<file path="src/clk_ctrl_pkg.sv">
// shared constants for the main clock controller
package clk_ctrl_pkg;

   // register indices as printed; byte address is four times the index
   localparam logic [7:0] CSR_IDX  = 8'h2c;
   localparam logic [7:0] TONE_IDX = 8'h2d;
   localparam logic [7:0] CSR_ADDR  = 8'(CSR_IDX << 2);
   localparam logic [7:0] TONE_ADDR = 8'(TONE_IDX << 2);

   // control/status and tone field positions
   localparam int CLK_OUT_EN_BIT = 7;
   localparam int SLOW_DIV_LSB   = 5;
   localparam int SLOW_MODE_BIT  = 4;
   localparam int TB_SEL_LSB     = 2;
   localparam int IRQ_EN_BIT     = 1;
   localparam int FLAG_BIT       = 0;
   localparam int BEEP_SEL_LSB   = 0;

   // reset values
   localparam logic [7:0] CSR_RST  = 8'h00;
   localparam logic [7:0] TONE_RST = 8'h00;

   // time base periods in oscillator cycles
   localparam int TB_PERIOD_0 = 16000;
   localparam int TB_PERIOD_1 = 32000;
   localparam int TB_PERIOD_2 = 80000;
   localparam int TB_PERIOD_3 = 200000;
   localparam int TB_CNT_W    = 18;

   // tone frequencies at the reference oscillator, half periods in cycles
   localparam int TONE_REF_OSC_HZ = 8000000;
   localparam int TONE_HZ_1       = 2000;
   localparam int TONE_HZ_2       = 1000;
   localparam int TONE_HZ_3       = 500;
   localparam int TONE_HALF_1     = TONE_REF_OSC_HZ / (2 * TONE_HZ_1);
   localparam int TONE_HALF_2     = TONE_REF_OSC_HZ / (2 * TONE_HZ_2);
   localparam int TONE_HALF_3     = TONE_REF_OSC_HZ / (2 * TONE_HZ_3);
   localparam int TONE_CNT_W      = 13;

   // processor power state as seen by this block
   typedef enum logic [1:0] {
      PWR_RUN,
      PWR_TIMED_SLEEP,
      PWR_FULL_HALT
   } pwr_state_t;

endpackage

</file>
<file path="src/core_clk_prescaler.sv">
`timescale 1ns/1ps
`default_nettype none
module core_clk_prescaler (
   input  wire logic       pclk,
   input  wire logic       presetn,
   input  wire logic       run,
   input  wire logic       slow_mode,
   input  wire logic [1:0] div_sel,
   output logic            core_clk_en
);
   logic [3:0] cnt_r;
   logic [3:0] lim_r;
   logic [3:0] lim_nxt;

   // last count of one core period: 0 in normal mode, 1/3/7/15 when slow
   always_comb begin
      if (!slow_mode) begin
         lim_nxt = 4'h0;
      end else begin
         lim_nxt = 4'((4'h2 << div_sel) - 4'h1);
      end
   end

   // new setting is only taken at a period boundary, so no pulse is cut short
   always_ff @(posedge pclk or negedge presetn) begin
      if (!presetn) begin
         cnt_r <= 4'h0;
         lim_r <= 4'h0;
      end else if (run) begin
         if (cnt_r >= lim_r) begin
            cnt_r <= 4'h0;
            lim_r <= lim_nxt;
         end else begin
            cnt_r <= cnt_r + 4'h1;
         end
      end
   end

   assign core_clk_en = run && (cnt_r >= lim_r);
endmodule // core_clk_prescaler
`default_nettype wire

</file>
<file path="src/tone_gen.sv">
`timescale 1ns/1ps
`default_nettype none
module tone_gen #(
   parameter int HALF_1 = 2000,
   parameter int HALF_2 = 4000,
   parameter int HALF_3 = 8000
) (
   input  wire logic       pclk,
   input  wire logic       presetn,
   input  wire logic       run,
   input  wire logic [1:0] sel,
   output logic            tone_o
);
   import clk_ctrl_pkg::*;

   logic [TONE_CNT_W-1:0] cnt_r;
   logic [TONE_CNT_W-1:0] last;
   logic [1:0]            sel_r;

   // half period picks the pitch; equal halves give 50 percent duty
   always_comb begin
      case (sel)
         2'h1:    last = TONE_CNT_W'(HALF_1 - 1);
         2'h2:    last = TONE_CNT_W'(HALF_2 - 1);
         default: last = TONE_CNT_W'(HALF_3 - 1);
      endcase
   end

   // restart on a change of pitch; frozen while halted
   always_ff @(posedge pclk or negedge presetn) begin
      if (!presetn) begin
         cnt_r  <= '0;
         sel_r  <= 2'h0;
         tone_o <= 1'b0;
      end else if (run) begin
         sel_r <= sel;
         if (sel == 2'h0 || sel != sel_r) begin
            cnt_r  <= '0;
            tone_o <= 1'b0;
         end else if (cnt_r >= last) begin
            cnt_r  <= '0;
            tone_o <= ~tone_o;
         end else begin
            cnt_r <= cnt_r + 1'b1;
         end
      end
   end
endmodule // tone_gen
`default_nettype wire

</file>
<file path="src/clock_prescaler_rtc_beeper.sv">
`timescale 1ns/1ps
`default_nettype none
module clock_prescaler_rtc_beeper #(
   parameter int TB_PER_0  = clk_ctrl_pkg::TB_PERIOD_0,
   parameter int TB_PER_1  = clk_ctrl_pkg::TB_PERIOD_1,
   parameter int TB_PER_2  = clk_ctrl_pkg::TB_PERIOD_2,
   parameter int TB_PER_3  = clk_ctrl_pkg::TB_PERIOD_3,
   parameter int TONE_H_1  = clk_ctrl_pkg::TONE_HALF_1,
   parameter int TONE_H_2  = clk_ctrl_pkg::TONE_HALF_2,
   parameter int TONE_H_3  = clk_ctrl_pkg::TONE_HALF_3
) (
   input  wire logic        pclk,
   input  wire logic        presetn,
   // apb slave
   input  wire logic        psel,
   input  wire logic        penable,
   input  wire logic        pwrite,
   input  wire logic [7:0]  paddr,
   input  wire logic [31:0] pwdata,
   output logic [31:0]      prdata,
   output logic             pready,
   output logic             pslverr,
   // processor power control, same clock domain
   input  wire logic        halt_req,
   input  wire logic        wake_irq,
   output logic             core_clk_en,
   output logic             tick_irq,
   output logic             timed_sleep,
   output logic             full_halt,
   // port logic for the two shared pins
   input  wire logic        gpio0_out,
   input  wire logic        gpio0_oe,
   input  wire logic        gpio1_out,
   input  wire logic        gpio1_oe,
   output logic             clock_out_pin_out,
   output logic             clock_out_pin_oe,
   output logic             tone_pin_out,
   output logic             tone_pin_oe
);
   import clk_ctrl_pkg::*;

   // control/status fields
   logic                clk_out_en_r;
   logic [1:0]          slow_div_r;
   logic                slow_mode_r;
   logic [1:0]          tb_sel_r;
   logic                irq_en_r;
   logic                tick_flag_r;
   // tone control field
   logic [1:0]          beep_sel_r;
   // time base
   logic [1:0]          tb_act_r;
   logic [TB_CNT_W-1:0] tb_cnt_r;
   logic                tb_end;
   logic                tb_run;
   // power state
   pwr_state_t          pwr_r;
   pwr_state_t          pwr_nxt;
   logic                cpu_run;
   // bus decode
   logic                setup_ph;
   logic                access_ph;
   logic                hit_csr;
   logic                hit_tone;
   logic                wr_csr;
   logic                wr_tone;
   logic                rd_clear;
   logic [7:0]          csr_val;
   logic [31:0]         prdata_r;
   // pin side
   logic                clk_out_r;
   logic                tone_wave;
   logic                clk_out_go;

   // last count of a period for a given selection
   function automatic logic [TB_CNT_W-1:0] tb_last(input logic [1:0] sel);
      case (sel)
         2'h0:    tb_last = TB_CNT_W'(TB_PER_0 - 1);
         2'h1:    tb_last = TB_CNT_W'(TB_PER_1 - 1);
         2'h2:    tb_last = TB_CNT_W'(TB_PER_2 - 1);
         default: tb_last = TB_CNT_W'(TB_PER_3 - 1);
      endcase
   endfunction

   // apb phases and address decode; unmapped offsets answer with an error
   assign setup_ph  = psel && !penable;
   assign access_ph = psel && penable;
   assign hit_csr   = (paddr == CSR_ADDR);
   assign hit_tone  = (paddr == TONE_ADDR);
   assign cpu_run   = (pwr_r == PWR_RUN);

   // registers only change while the processor runs
   assign wr_csr   = access_ph && pwrite && hit_csr && cpu_run;
   assign wr_tone  = access_ph && pwrite && hit_tone && cpu_run;
   assign rd_clear = access_ph && !pwrite && hit_csr && cpu_run;

   // zero wait states: every access completes in its first access cycle
   assign pready  = 1'b1;
   assign pslverr = access_ph && !(hit_csr || hit_tone);
   assign prdata  = prdata_r;

   // status image as software sees it
   assign csr_val = {clk_out_en_r, slow_div_r, slow_mode_r,
                     tb_sel_r, irq_en_r, tick_flag_r};

   // word image of a register; reserved and unmapped bits read 0
   function automatic logic [31:0] read_word(input logic       csr_sel,
                                             input logic       tone_sel,
                                             input logic [7:0] csr_img,
                                             input logic [1:0] tone_img);
      if (csr_sel) begin
         read_word = {24'h00_0000, csr_img};
      end else if (tone_sel) begin
         read_word = {30'h0000_0000, tone_img};
      end else begin
         read_word = 32'h0000_0000;
      end
   endfunction

   // read data is captured in the setup cycle so it comes from a flop;
   // the flag value returned is the one seen in the setup cycle; a tick at that edge is cleared by the access unread
   always_ff @(posedge pclk or negedge presetn) begin
      if (!presetn) begin
         prdata_r <= 32'h0000_0000;
      end else if (setup_ph && !pwrite) begin
         prdata_r <= read_word(hit_csr, hit_tone, csr_val, beep_sel_r);
      end
   end

   // software fields of the control/status register; bit 0 is not writable
   // clock out selection
   always_ff @(posedge pclk or negedge presetn) begin
      if (!presetn) begin
         clk_out_en_r <= CSR_RST[CLK_OUT_EN_BIT];
      end else if (wr_csr) begin
         clk_out_en_r <= pwdata[CLK_OUT_EN_BIT];
      end
   end

   // slow divider selection, ignored while slow mode is off
   always_ff @(posedge pclk or negedge presetn) begin
      if (!presetn) begin
         slow_div_r <= CSR_RST[SLOW_DIV_LSB +: 2];
      end else if (wr_csr) begin
         slow_div_r <= pwdata[SLOW_DIV_LSB +: 2];
      end
   end

   // slow mode selection
   always_ff @(posedge pclk or negedge presetn) begin
      if (!presetn) begin
         slow_mode_r <= CSR_RST[SLOW_MODE_BIT];
      end else if (wr_csr) begin
         slow_mode_r <= pwdata[SLOW_MODE_BIT];
      end
   end

   // time base selection; the counter only picks it up at a period end
   always_ff @(posedge pclk or negedge presetn) begin
      if (!presetn) begin
         tb_sel_r <= CSR_RST[TB_SEL_LSB +: 2];
      end else if (wr_csr) begin
         tb_sel_r <= pwdata[TB_SEL_LSB +: 2];
      end
   end

   // tick interrupt enable, also picks timed sleep over full halt
   always_ff @(posedge pclk or negedge presetn) begin
      if (!presetn) begin
         irq_en_r <= CSR_RST[IRQ_EN_BIT];
      end else if (wr_csr) begin
         irq_en_r <= pwdata[IRQ_EN_BIT];
      end
   end

   // tone control; upper bits are not stored, software keeps them at zero
   always_ff @(posedge pclk or negedge presetn) begin
      if (!presetn) begin
         beep_sel_r <= TONE_RST[BEEP_SEL_LSB +: 2];
      end else if (wr_tone) begin
         beep_sel_r <= pwdata[BEEP_SEL_LSB +: 2];
      end
   end

   // time base runs except in full halt, including through timed sleep
   assign tb_run = (pwr_r != PWR_FULL_HALT);
   assign tb_end = tb_run && (tb_cnt_r >= tb_last(tb_act_r));

   // period counter restarts by itself, no software reload needed
   always_ff @(posedge pclk or negedge presetn) begin
      if (!presetn) begin
         tb_cnt_r <= '0;
      end else if (tb_end) begin
         tb_cnt_r <= '0;
      end else if (tb_run) begin
         tb_cnt_r <= tb_cnt_r + 1'b1;
      end
   end

   // the active selection is reloaded only when a period ends, so a write
   // never stretches or cuts the period in progress
   always_ff @(posedge pclk or negedge presetn) begin
      if (!presetn) begin
         tb_act_r <= CSR_RST[TB_SEL_LSB +: 2];
      end else if (tb_end) begin
         tb_act_r <= tb_sel_r;
      end
   end

   // flag: a period end in the same cycle as a clearing read keeps it set
   always_ff @(posedge pclk or negedge presetn) begin
      if (!presetn) begin
         tick_flag_r <= CSR_RST[FLAG_BIT];
      end else if (tb_end) begin
         tick_flag_r <= 1'b1;
      end else if (rd_clear) begin
         tick_flag_r <= 1'b0;
      end
   end

   // level request; the processor applies its own global mask
   assign tick_irq = tick_flag_r && irq_en_r;

   // power state: halt chooses timed sleep or full halt from the enable
   always_comb begin
      pwr_nxt = pwr_r;
      case (pwr_r)
         PWR_RUN: begin
            if (halt_req) begin
               if (irq_en_r) begin
                  pwr_nxt = PWR_TIMED_SLEEP;
               end else begin
                  pwr_nxt = PWR_FULL_HALT;
               end
            end
         end
         PWR_TIMED_SLEEP: begin
            if (tick_irq || wake_irq) begin
               pwr_nxt = PWR_RUN;
            end
         end
         PWR_FULL_HALT: begin
            if (wake_irq) begin
               pwr_nxt = PWR_RUN;
            end
         end
         default: begin
            pwr_nxt = PWR_RUN;
         end
      endcase
   end

   // power state register
   always_ff @(posedge pclk or negedge presetn) begin
      if (!presetn) begin
         pwr_r <= PWR_RUN;
      end else begin
         pwr_r <= pwr_nxt;
      end
   end

   assign timed_sleep = (pwr_r == PWR_TIMED_SLEEP);
   assign full_halt   = (pwr_r == PWR_FULL_HALT);

   // core clock enable; stopped outside run so the core stays frozen
   core_clk_prescaler u_prescaler (
      .pclk        (pclk),
      .presetn     (presetn),
      .run         (cpu_run),
      .slow_mode   (slow_mode_r),
      .div_sel     (slow_div_r),
      .core_clk_en (core_clk_en)
   );

   // looks one state ahead so the pin is already low in the first sleep cycle
   assign clk_out_go = clk_out_en_r && (pwr_nxt == PWR_RUN);

   // clock out: oscillator divided by two, since a flop cannot copy the
   // oscillator itself; held low outside run to save power
   always_ff @(posedge pclk or negedge presetn) begin
      if (!presetn) begin
         clk_out_r <= 1'b0;
      end else if (clk_out_go) begin
         clk_out_r <= ~clk_out_r;
      end else begin
         clk_out_r <= 1'b0;
      end
   end

   // pin 0: alternate function or port logic
   always_comb begin
      if (clk_out_en_r) begin
         clock_out_pin_out = clk_out_r;
         clock_out_pin_oe  = 1'b1;
      end else begin
         clock_out_pin_out = gpio0_out;
         clock_out_pin_oe  = gpio0_oe;
      end
   end

   // tone keeps going in timed sleep, frozen only in full halt
   tone_gen #(
      .HALF_1 (TONE_H_1),
      .HALF_2 (TONE_H_2),
      .HALF_3 (TONE_H_3)
   ) u_tone (
      .pclk    (pclk),
      .presetn (presetn),
      .run     (tb_run),
      .sel     (beep_sel_r),
      .tone_o  (tone_wave)
   );

   // pin 1: tone takes the pin whenever a pitch is selected
   always_comb begin
      if (beep_sel_r != 2'h0) begin
         tone_pin_out = tone_wave;
         tone_pin_oe  = 1'b1;
      end else begin
         tone_pin_out = gpio1_out;
         tone_pin_oe  = gpio1_oe;
      end
   end

endmodule // clock_prescaler_rtc_beeper
`default_nettype wire

</file>
<file path="config.mk">
export PLATFORM = sky130hd
export DESIGN_NAME = clock_prescaler_rtc_beeper
export DESIGN_NICKNAME = d
export VERILOG_FILES = /design/src/clk_ctrl_pkg.sv /design/src/core_clk_prescaler.sv /design/src/tone_gen.sv /design/src/clock_prescaler_rtc_beeper.sv
export SDC_FILE = /design/constraint.sdc
export NUM_CORES = 1
export LEC_CHECK = 0
export CAP_MARGIN = 25
export CORE_MARGIN = 2
export CORE_UTILIZATION = 28
export DETAILED_ROUTE_END_ITERATION = 10
export DONT_BUFFER_PORTS = 1
export PLACE_DENSITY = 0.41
export SYNTH_ARGS = -nofsm -noshare
export SYNTH_HDL_FRONTEND = slang
export SYNTH_SLANG_ARGS = --single-unit
</file>
<file path="constraint.sdc">
create_clock -name pclk -period 3.2 [get_ports pclk]
set_input_delay 0.16 -clock pclk [delete_from_list [all_inputs] [get_ports pclk]]
set_output_delay 0.16 -clock pclk [all_outputs]
set_load 0.03 [all_outputs]
</file>
# ---- Word-level counts from Yosys, hierarchy flattened
# Cells that the tools add are included.
dict set report totals {
  in_bits 51
  out_inout_bits 42
  word_cells 93
  register_bits 89
}
dict set report classes {
  muxes 24
  bitwise 2
  n_reduce_logical 32
  shifts 1
  magnitude_cmp 3
  n_eq_ne 10
  add_sub_neg 4
}
# cell n
set ops {}
lappend ops {{18-bit case mux with 3 select lines} 1}
lappend ops {{18-bit two-way mux} 2}
lappend ops {{32-bit two-way mux} 1}
lappend ops {{13-bit two-way mux} 2}
lappend ops {{13-bit case mux with 2 select lines} 1}
lappend ops {{18-bit by 1-bit adder with 18-bit output, second input constant} 1}
lappend ops {{18-bit >= comparator} 1}
lappend ops {{8-bit == test, second input constant} 2}
lappend ops {{1-bit logical AND} 16}
lappend ops {{13-bit by 1-bit adder with 13-bit output, second input constant} 1}
lappend ops {{13-bit >= comparator} 1}
lappend ops {{2-bit two-way mux} 5}
lappend ops {{1-bit two-way mux} 9}
lappend ops {{2-bit logical NOT} 4}
lappend ops {{4-bit two-way mux} 2}
lappend ops {{2-bit nonzero test} 4}
lappend ops {{2-bit by 1-bit == test with 1-bit output, second input constant} 3}
lappend ops {{2-bit == test, second input constant} 3}
lappend ops {{2-bit case mux with 3 select lines} 1}
lappend ops {{4-bit by 1-bit adder with 4-bit output, second input constant} 1}
lappend ops {{4-bit >= comparator} 1}
lappend ops {{2-bit AND reduction} 2}
lappend ops {{2-bit by 2-bit << shifter with 4-bit output, first input constant} 1}
lappend ops {{4-bit by 1-bit subtractor with 4-bit output, second input constant} 1}
lappend ops {{other kinds (5)} 10}

# ---- Longest topological paths before layout
# Gate-level depths: netlist of run 1.
dict set report depth {
  depth_word 7
  ltp_mapped 10
}

# ---- Modules after synthesis
# From an unflattened synthesis of run 1, not the netlist that was laid out.
dict set report unflattened {
  cells_unflattened 378
  area_unflattened_um2 3803.6
}
# mod cells_each instances seq_area_each_um2 area_each_um2
set modules_own_cells {}
lappend modules_own_cells {clock_prescaler_rtc_beeper 230 1 1026.0 2348.5}
lappend modules_own_cells {tone_gen 103 1 400.4 977.2}
lappend modules_own_cells {core_clk_prescaler 45 1 200.2 478.0}

# ---- Least setup slack after synthesis of run 1
# No wires, ideal clock.
dict set report synth_path {
  path_type {register -> register}
  startpoint {reg tb_act_r[1]}
  endpoint {reg tb_act_r[0]}
  path_stages_with_launch 9
  t_arrival_ns 2.103
  required_time_ns 3.075
  period_less_slack_ns 2.228
  setup_slack_ns 0.972
  cell_sequence {dfrtp_1 > or2_2 > ha_1 > nand3_1 > nor4b_1 > o211ai_1 > nor4b_4 > nor2_4 > mux2_2}
}
dict set report synth_via {
  elab_chain_len 4
  elab_cells_between_ends 6
}
# element line
set synth_rtl {}
lappend synth_rtl {{from (decl)} clock_prescaler_rtc_beeper.sv:52} ;# logic [1:0] tb_act_r;
lappend synth_rtl {{from (signal assigned)} clock_prescaler_rtc_beeper.sv:204} ;# tb_act_r <= CSR_RST[TB_SEL_LSB +: 2];
lappend synth_rtl {{from (signal assigned)} clock_prescaler_rtc_beeper.sv:206} ;# tb_act_r <= tb_sel_r;
lappend synth_rtl {{2-bit == test, or another cell as far along} clock_prescaler_rtc_beeper.sv:77} ;# case (sel)
lappend synth_rtl {{18-bit case mux with 3 select lines *} clock_prescaler_rtc_beeper.sv:77}
lappend synth_rtl {{18-bit >= comparator *} clock_prescaler_rtc_beeper.sv:187} ;# assign tb_end = tb_run && (tb_cnt_r >= tb_last(tb_act_r));
lappend synth_rtl {{1-bit logical AND *} clock_prescaler_rtc_beeper.sv:187}
# Mark *: on every way between the ends. The rest lies on a longest branch, timed or not.
# A chain may end at the register's enable or synchronous reset.

# ---- Worst setup path in the final report of run 1
dict set report layout_path {
  startpoint {reg tb_act_r[1]}
  endpoint {reg tb_act_r[1]}
}
# The elaborated chain is that of the path after synthesis.

==> summary.txt, run 1 <==
Routing
  • WL/cell: 13.4 um
  • Post-Route WL: 7720 um
  • Routed Antenna Nets: 0
  • Vias per std cell: 4.57
  • Total number of vias: 2639
  • 1st-iter DRT viols: 103
  • DR DRC count: 0
  • First-pass DRT Iterations: 4

Logic synthesis
  • EDFF count, synth: 0
  • Synth warn: 0
  • Synth cell count leaders: dfrtp_1, nand2_1, nor2_1, buf_4, ha_1
  • Synth unique cells: 51
  • Netlist Area Pre-Place: 3700 um^2
  • Most numerous cell in the Yosys netlist: dfrtp_1
  • Seq cells post-synth: 65
  • Ys flop type: dfrtp_1
  • Top-area cell type share of the netlist area: 0.439
  • Largest area contributor in the synthesized netlist: dfrtp_1
  • Sequential fraction of the synthesis area: 0.439
  • Synth Area per Inst: 9.77 um^2
  • Post-synth ARST share: 1.00
  • Synth top area cells: dfrtp_1, ha_1, buf_4
  • Mapped Cells: 379

Place
  • Post-detail-place hpwl: 5500 um
  • Global placement routability congestion: 0.746
  • Port Buffers: 0

Clock network
  • Num CTS Buffers: 9
  • Post-CTS Setup Inserts: 0
  • # resized after CTS: 0
  • CTS sink cnt: 65
  • Clock buffer depth: 2
  • Clock latency on the worst-skew pair: 330 ps
  • Htree depth: 3
  • Clk slew on worst S/H paths: 60 ps
  • Post-CTS Hold Buffers: 12
  • CTS root buf: clkbuf_16
  • CTS tree: done

Floorplan
  • Die area: 14200 um^2
  • Initial Util: 0.283
  • Chip Height: 119 um
  • # IOs: 93
  • Std-Cell Rows: 42
  • Chip width: 119 um
  • Core area: 13100 um^2

Final layout
  • Antenna diode count: 0
  • P&R area growth vs syn: 15.5%
  • Share of layout cells above drive strength 1: 0.107
  • Nets: 469
  • Area of the multi-input gates: 1890 um^2
  • Seq. cell area: 1630 um^2
  • Fill cells: 1359

Pwr
  • Internal power: 1.72 mW
  • Total power: 2.42 mW
  • Comb pwr share: 0.144
  • Switching portion of total power: 0.287
  • Clock share of power: 0.450
  • Power share of the sequential group: 0.407
  • Leakage: 1.94 nW
  • Switch Pwr: 0.693 mW
  • Power Density: 564 nW/um^2
  • Worst vdd ir: 0.237 mV

Setup path
  • WP data required: 3420 ps
  • WS Path Type: reg2reg
  • Max Fanout on Critical Path: 16
  • Crit. End Element: flop
  • Startpoint types: flop
  • Worst EP arrival: 2870 ps

Timing
  • Setup TNS: 0 ps
  • Fmax achieved: 0.377 GHz
  • Final Hold Viols: 0
  • Final Critical Period: 2660 ps
  • Count of pins over their slew limit: 0
  • Fin crit share: 0.830
  • Hold slack: 34.1 ps
  • Unrepaired setup endpoints after global routing: no
  • Post-Route Skew: 5.82 ps
  • Tightest Pin Transition: 800 ps
  • Final setup fails: 0
  • Slew headroom: 0.464

Global route
  • GRT overflow: 0
  • Global-route wire length before repair: 13300 um
  • Vias in the first global route: 2629
  • GRT Total Usage: 0.121
  • Initial antenna violation count: 0
  • Largest net degree at the start of global routing: 66

Min path
  • Worst hold path type: in2reg

Run
  • Max-Cap Viols: 0

Run status
  • Status: complete, no violations
-- flip-flops by register name (all words and copies together) (netlist names) --
| signal | cells |
|---|---|
| u_prescaler.cnt_r | 4 |
| slow_div_r | 2 |
| u_tone.tone_o | 1 |
| tb_cnt_r | 18 |
| u_prescaler.lim_r | 4 |
| beep_sel_r | 2 |
| u_tone.sel_r | 2 |
| clk_out_r | 1 |
| irq_en_r | 1 |
| tb_act_r | 2 |
| prdata | 8 |
| pwr_r | 2 |
| tb_sel_r | 2 |
| clk_out_en_r | 1 |
| tick_flag_r | 1 |
| u_tone.cnt_r | 13 |
| slow_mode_r | 1 |
-- critical path, stage by stage, from the launching register on --
cell and delay (ps):
dfrtp_1 450, or2_2 330, ha_1 290, nand3_1 100, nor4b_1 330, o211ai_1 130
nor4b_4 180, nor2_4 340, mux2_2 380
-- cell families after synthesis --
group,synth area share
AO/OA/AOI/OAI,0.100
XOR/XNOR,0.0568
adder cells (fa/ha/maj),0.0743
buffers and inverters,0.0730
flip-flops,0.439
multiplexers,0.0473
other,0.00203
AND/OR/NAND/NOR,0.207
-- stage by stage --
stage / instance area, um^2 / std cells / utilization / setup slack [ps]
after floorplan: 3790 / 402 / - / 972
after global placement: 3810 / 549 / 0.291 / 552
after detailed placement: 3810 / 549 / 0.291 / 542
after CTS: 4280 / 577 / 0.327 / 506
after global routing: 4280 / 577 / 0.327 / 365
final: 4280 / 577 / 0.327 / 545
-- final timing paths --
check,slack [ps],startpoint,to,depth (start not counted)
worst max-delay path,540,tb_act_r[1],tb_act_r[1],8
worst min-delay path,30,penable,tick_flag_r,3
worst max register to register,540,tb_act_r[1],tb_act_r[1],8
worst min register to register,430,clk_out_r,clk_out_r,1
max in group asynchronous,2540,presetn,tb_cnt_r[16],2
min in group asynchronous,330,presetn,tb_cnt_r[14],2
-- power by group through the flow --
stage / combinational, mW / clock, mW / sequential [mW]
floorplan: 0.294 / 0 / 0.973
global placement: 0.313 / 0 / 0.996
detailed placement: 0.319 / 0 / 0.995
CTS: 0.354 / 1.13 / 0.982
global route: 0.400 / 1.16 / 0.996
finish: 0.347 / 1.09 / 0.982
-- layout make-up --
cell class / count / area share
timing repair buffer: 14 / 0.0357
clock buffer: 10 / 0.0558
multi-input combinational: 291 / 0.442
clock inverter: 6 / 0.0213
inverter: 15 / 0.0132
tap: 176 / 0.0515
sequential: 65 / 0.380
-- placed cells by master (no fill, tap or decap), drive strengths merged, types with 3 or more instances in the layout --
| cell | netlist | final |
|---|---|---|
| and3 | 9 | 9 |
| o31ai | 4 | 4 |
| nor4b | 3 | 3 |
| a21o | 4 | 4 |
| o22ai | 4 | 4 |
| dlygate4sd3 | 0 | 11 |
| o21ai | 15 | 15 |
| clkinvlp | 0 | 3 |
| or2 | 4 | 4 |
| nand2 | 42 | 42 |
| nor3 | 8 | 8 |
| inv | 14 | 14 |
| nand4 | 9 | 9 |
| ha | 22 | 22 |
| nand2b | 4 | 4 |
| xnor2 | 7 | 7 |
| a22o | 6 | 6 |
| conb | 2 | 25 |
| nor2 | 39 | 39 |
| dfrtp | 65 | 65 |
| xor2 | 17 | 17 |
| nand3 | 21 | 21 |
| clkbuf | 3 | 10 |
| nor2b | 3 | 3 |
| buf | 28 | 3 |
| mux2 | 12 | 12 |
| mux2i | 4 | 4 |
| a21oi | 8 | 8 |
-- per-layer routing --
layer	track usage	wire length, um
met1	0.160	3800
met2	0.178	3310
met3	0.0335	401
met4	0.0670	208
met5	0	0
Power figures use the tool's default switching activity.
==> run 2: changes to the inputs <==
Settings changed: ABC_AREA from default to 1, PLACE_DENSITY 0.41 to 0.43.
Clock period 3.2 ns to 2.25 ns, I/O delays scaled along.
==> summary.txt, run 2 <==
Logic synthesis
  • Synth unique cells: 34 (was 51)
  • EDFF count, synth: 0 (unchanged)
  • Synth cell count leaders: nand2_1, dfrtp_1, nor2_1, inv_1, nand3_1 (was dfrtp_1, nand2_1, nor2_1, buf_4, ha_1)
  • Top-area cell type share of the netlist area: 0.415 (was 0.439)
  • Mapped Cells: 501 (was 379)
  • Most numerous cell in the Yosys netlist: nand2_1 (was dfrtp_1)
  • Synth top area cells: dfrtp_1, nand2_1, ha_1 (was dfrtp_1, ha_1, buf_4)
  • Seq cells post-synth: 65 (unchanged)
  • Synth Area per Inst: 7.81 um^2 (was 9.77 um^2)
  • Sequential fraction of the synthesis area: 0.415 (was 0.439)
  • Ys flop type: dfrtp_1 (unchanged)
  • Netlist Area Pre-Place: 3920 um^2 (was 3700 um^2)
  • Post-synth ARST share: 1.00 (unchanged)
  • Synth warn: 0 (unchanged)
  • Largest area contributor in the synthesized netlist: dfrtp_1 (unchanged)

Global route
  • Vias in the first global route: 3114 (was 2629)
  • Global-route wire length before repair: 15300 um (was 13300 um)
  • GRT overflow: 0 (unchanged)
  • GRT Total Usage: 0.131 (was 0.121)
  • Initial antenna violation count: 0 (unchanged)
  • Largest net degree at the start of global routing: 66 (unchanged)

Timing
  • Final Critical Period: 2080 ps (was 2660 ps)
  • Final Hold Viols: 0 (unchanged)
  • Setup TNS: 0 ps (unchanged)
  • Tightest Pin Transition: 612 ps (was 800 ps)
  • Post-Route Skew: 4.40 ps (was 5.82 ps)
  • Fmax achieved: 0.481 GHz (was 0.377 GHz)
  • Final setup fails: 0 (unchanged)
  • Fin crit share: 0.924 (was 0.830)
  • Worst setup margin: 170 ps (was 545 ps)
  • Unrepaired setup endpoints after global routing: no (unchanged)
  • Slew headroom: 0.590 (was 0.464)
  • Count of pins over their slew limit: 0 (unchanged)

Setup path
  • Cell mode on critical path: nand2_1
  • Worst R2R Setup Slack: 170 ps (was 540 ps)
  • Crit. End Element: flop (unchanged)
  • WS Path Type: reg2reg (unchanged)
  • Worst path top cell family by delay: simple AND/OR/NAND/NOR gates (unchanged)
  • Max incr delay on CP: 440 ps (was 450 ps)
  • CP bufs+invs: 1 (was 0)
  • CP cell instances: or2_2, ha_1, nand2_1, nor2_1, nand2_1, nand2_1, nor2_1, nand2_1, nand2_2, a21oi_4, buf_4, nor2_1 (was or2_2, ha_1, nand3_1, nor4b_1, o211ai_1, nor4b_4, nor2_4, mux2_2)
  • WP data required: 2470 ps (was 3420 ps)
  • Worst EP arrival: 2300 ps (was 2870 ps)
  • Max Fanout on Critical Path: 9 (was 16)
  • Startpoint types: flop (unchanged)
  • Worst path slowest cell: dfrtp_2 (was dfrtp_1)

Clock network
  • Clock latency on the worst-skew pair: 340 ps (was 330 ps)
  • CTS sink cnt: 65 (unchanged)
  • Num CTS Buffers: 9 (unchanged)
  • CTS tree: done (unchanged)
  • Htree depth: 3 (unchanged)
  • Clock buffer depth: 2 (unchanged)
  • Clk slew on worst S/H paths: 50 ps (was 60 ps)
  • CTS root buf: clkbuf_16 (unchanged)

Final layout
  • Non-Filler Instances: 713 (was 577)
  • Max reg flops: 18 (unchanged)
  • P&R area growth vs syn: 16.4% (was 15.5%)
  • Commonest non-fill, non-tap cell in the layout: nand2_1 (was dfrtp_1)
  • Post-layout util: 0.331 (was 0.327)
  • Nets: 602 (was 469)
  • Antenna diode count: 0 (unchanged)
  • Commonest non-fill, non-tap cells in the layout: nand2_1, dfrtp_1, nor2_1 (was dfrtp_1, nand2_1, nor2_1)
  • Largest register by flop count: tb_cnt_r (unchanged)
  • Fill cells: 1464 (was 1359)
  • Share of layout cells above drive strength 1: 0.0938 (was 0.107)

Routing
  • DR DRC count: 0 (unchanged)
  • Vias per std cell: 4.41 (was 4.57)
  • 1st-iter DRT viols: 133 (was 103)
  • WL/cell: 12.2 um (was 13.4 um)
  • Post-Route WL: 8690 um (was 7720 um)
  • Total number of vias: 3144 (was 2639)
  • Routed Antenna Nets: 0 (unchanged)
  • First-pass DRT Iterations: 5 (was 4)

Place
  • Port Buffers: 0 (unchanged)
  • Post-detail-place hpwl: 6450 um (was 5500 um)
  • Global placement routability congestion: 0.785 (was 0.746)
  • Cell count after placement: 684 (was 549)
  • DP Worst Slack: 170 ps (was 542 ps)

Floorplan
  • Std-Cell Rows: 43 (was 42)
  • # IOs: 93 (unchanged)
  • Core area: 13800 um^2 (was 13100 um^2)
  • Die area: 14900 um^2 (was 14200 um^2)
  • Chip width: 122 um (was 119 um)
  • Chip Height: 122 um (was 119 um)
  • Initial Util: 0.284 (was 0.283)

Pwr
  • Total power: 3.33 mW (was 2.42 mW)
  • Power Density: 732 nW/um^2 (was 564 nW/um^2)
  • Worst vdd ir: 0.355 mV (was 0.237 mV)
  • Leakage: 2.22 nW (was 1.94 nW)

Run status
  • Status: complete, no violations (unchanged)

Min path
  • Worst hold path type: in2reg (unchanged)

Run
  • Max-Cap Viols: 0 (unchanged)
==> run 2: final timing paths <==
check / from / endpoint / depth (start not counted)
setup / recovery: tb_act_r[1] / tb_cnt_r[16] / 12
min in group asynchronous: presetn / beep_sel_r[1] / 2
hold / removal: wake_irq / pwr_r[0] / 3
hold reg to reg: clk_out_r / clk_out_r / 1
setup reg to reg: tb_act_r[1] / tb_cnt_r[16] / 12
max in group asynchronous: presetn / tb_act_r[1] / 2
==> run 2: stage by stage <==
step / hold WS [ps] / cell area (um^2)
CTS: 3.55 / 4550
floorplan: -183 / 4000
finish: 28.0 / 4560
global placement: -182 / 4100
detailed placement: -182 / 4100
global route: 49.7 / 4560
==> run 2: worst register-to-register path, cell delays in order (launching register included) <==
cell	delay (ps)
dfrtp_2	440
or2_2	300
ha_1	320
nand2_1	70
nor2_1	110
nand2_1	70
nand2_1	70
nor2_1	40
nand2_1	70
nand2_2	100
a21oi_4	140
buf_4	180
nor2_1	60
==> run 2: kinds of logic (layout without fill, tap and decap cells) <==
| logic type | count (synthesis) | in the layout | synth area share |
|---|---|---|---|
| simple gates | 260 | 260 | 0.289 |
| flops | 65 | 65 | 0.415 |
| buf+inv | 83 | 92 | 0.107 |
| fa+ha+maj | 22 | 22 | 0.0703 |
| xor+xnor | 23 | 23 | 0.0515 |
| other cells | 2 | 25 | 0.00192 |
| compound gates | 46 | 46 | 0.0655 |
==> run 2: repair_timing <==
action | in CTS | in global routing
buffers inserted | 0 | 0
endpoints found under the hold margin | 77 | 0
endpoints found under the setup margin | 0 | 7
hold buffers | 14 | 0
gates resized for setup | 0 | 3
==> run 2: area by class of cell <==
cell class                 instances  area, um^2  share of cell area
tap                              180         225              0.0494
clock buffer                      12         256              0.0563
multi-input combinational        376        1960               0.430
sequential                        65        1630               0.357
timing repair buffer              28         263              0.0577
inverter                          49         184              0.0404
clock inverter                     3        40.0             0.00879
==> run 2: metal layers <==
| metal | vias to the layer above | part of all wire | global-route usage |
|---|---|---|---|
| met5 | - | 0 | 0 |
| met4 | 0 | 0.021 | 0.0632 |
| met3 | 11 | 0.028 | 0.0251 |
| met2 | 42 | 0.46 | 0.205 |
| met1 | 1471 | 0.49 | 0.174 |
| li1 | 1620 | - | - |
==> run 2: power breakdown <==
part | internal (mW) | leakage [nW] | switching (mW) | total (mW)
Clock | 0.907 | 0.148 | 0.503 | 1.41
Combinational | 0.180 | 1.21 | 0.349 | 0.529
Sequential | 1.28 | 0.863 | 0.118 | 1.39
Total | 2.36 | 2.22 | 0.970 | 3.33
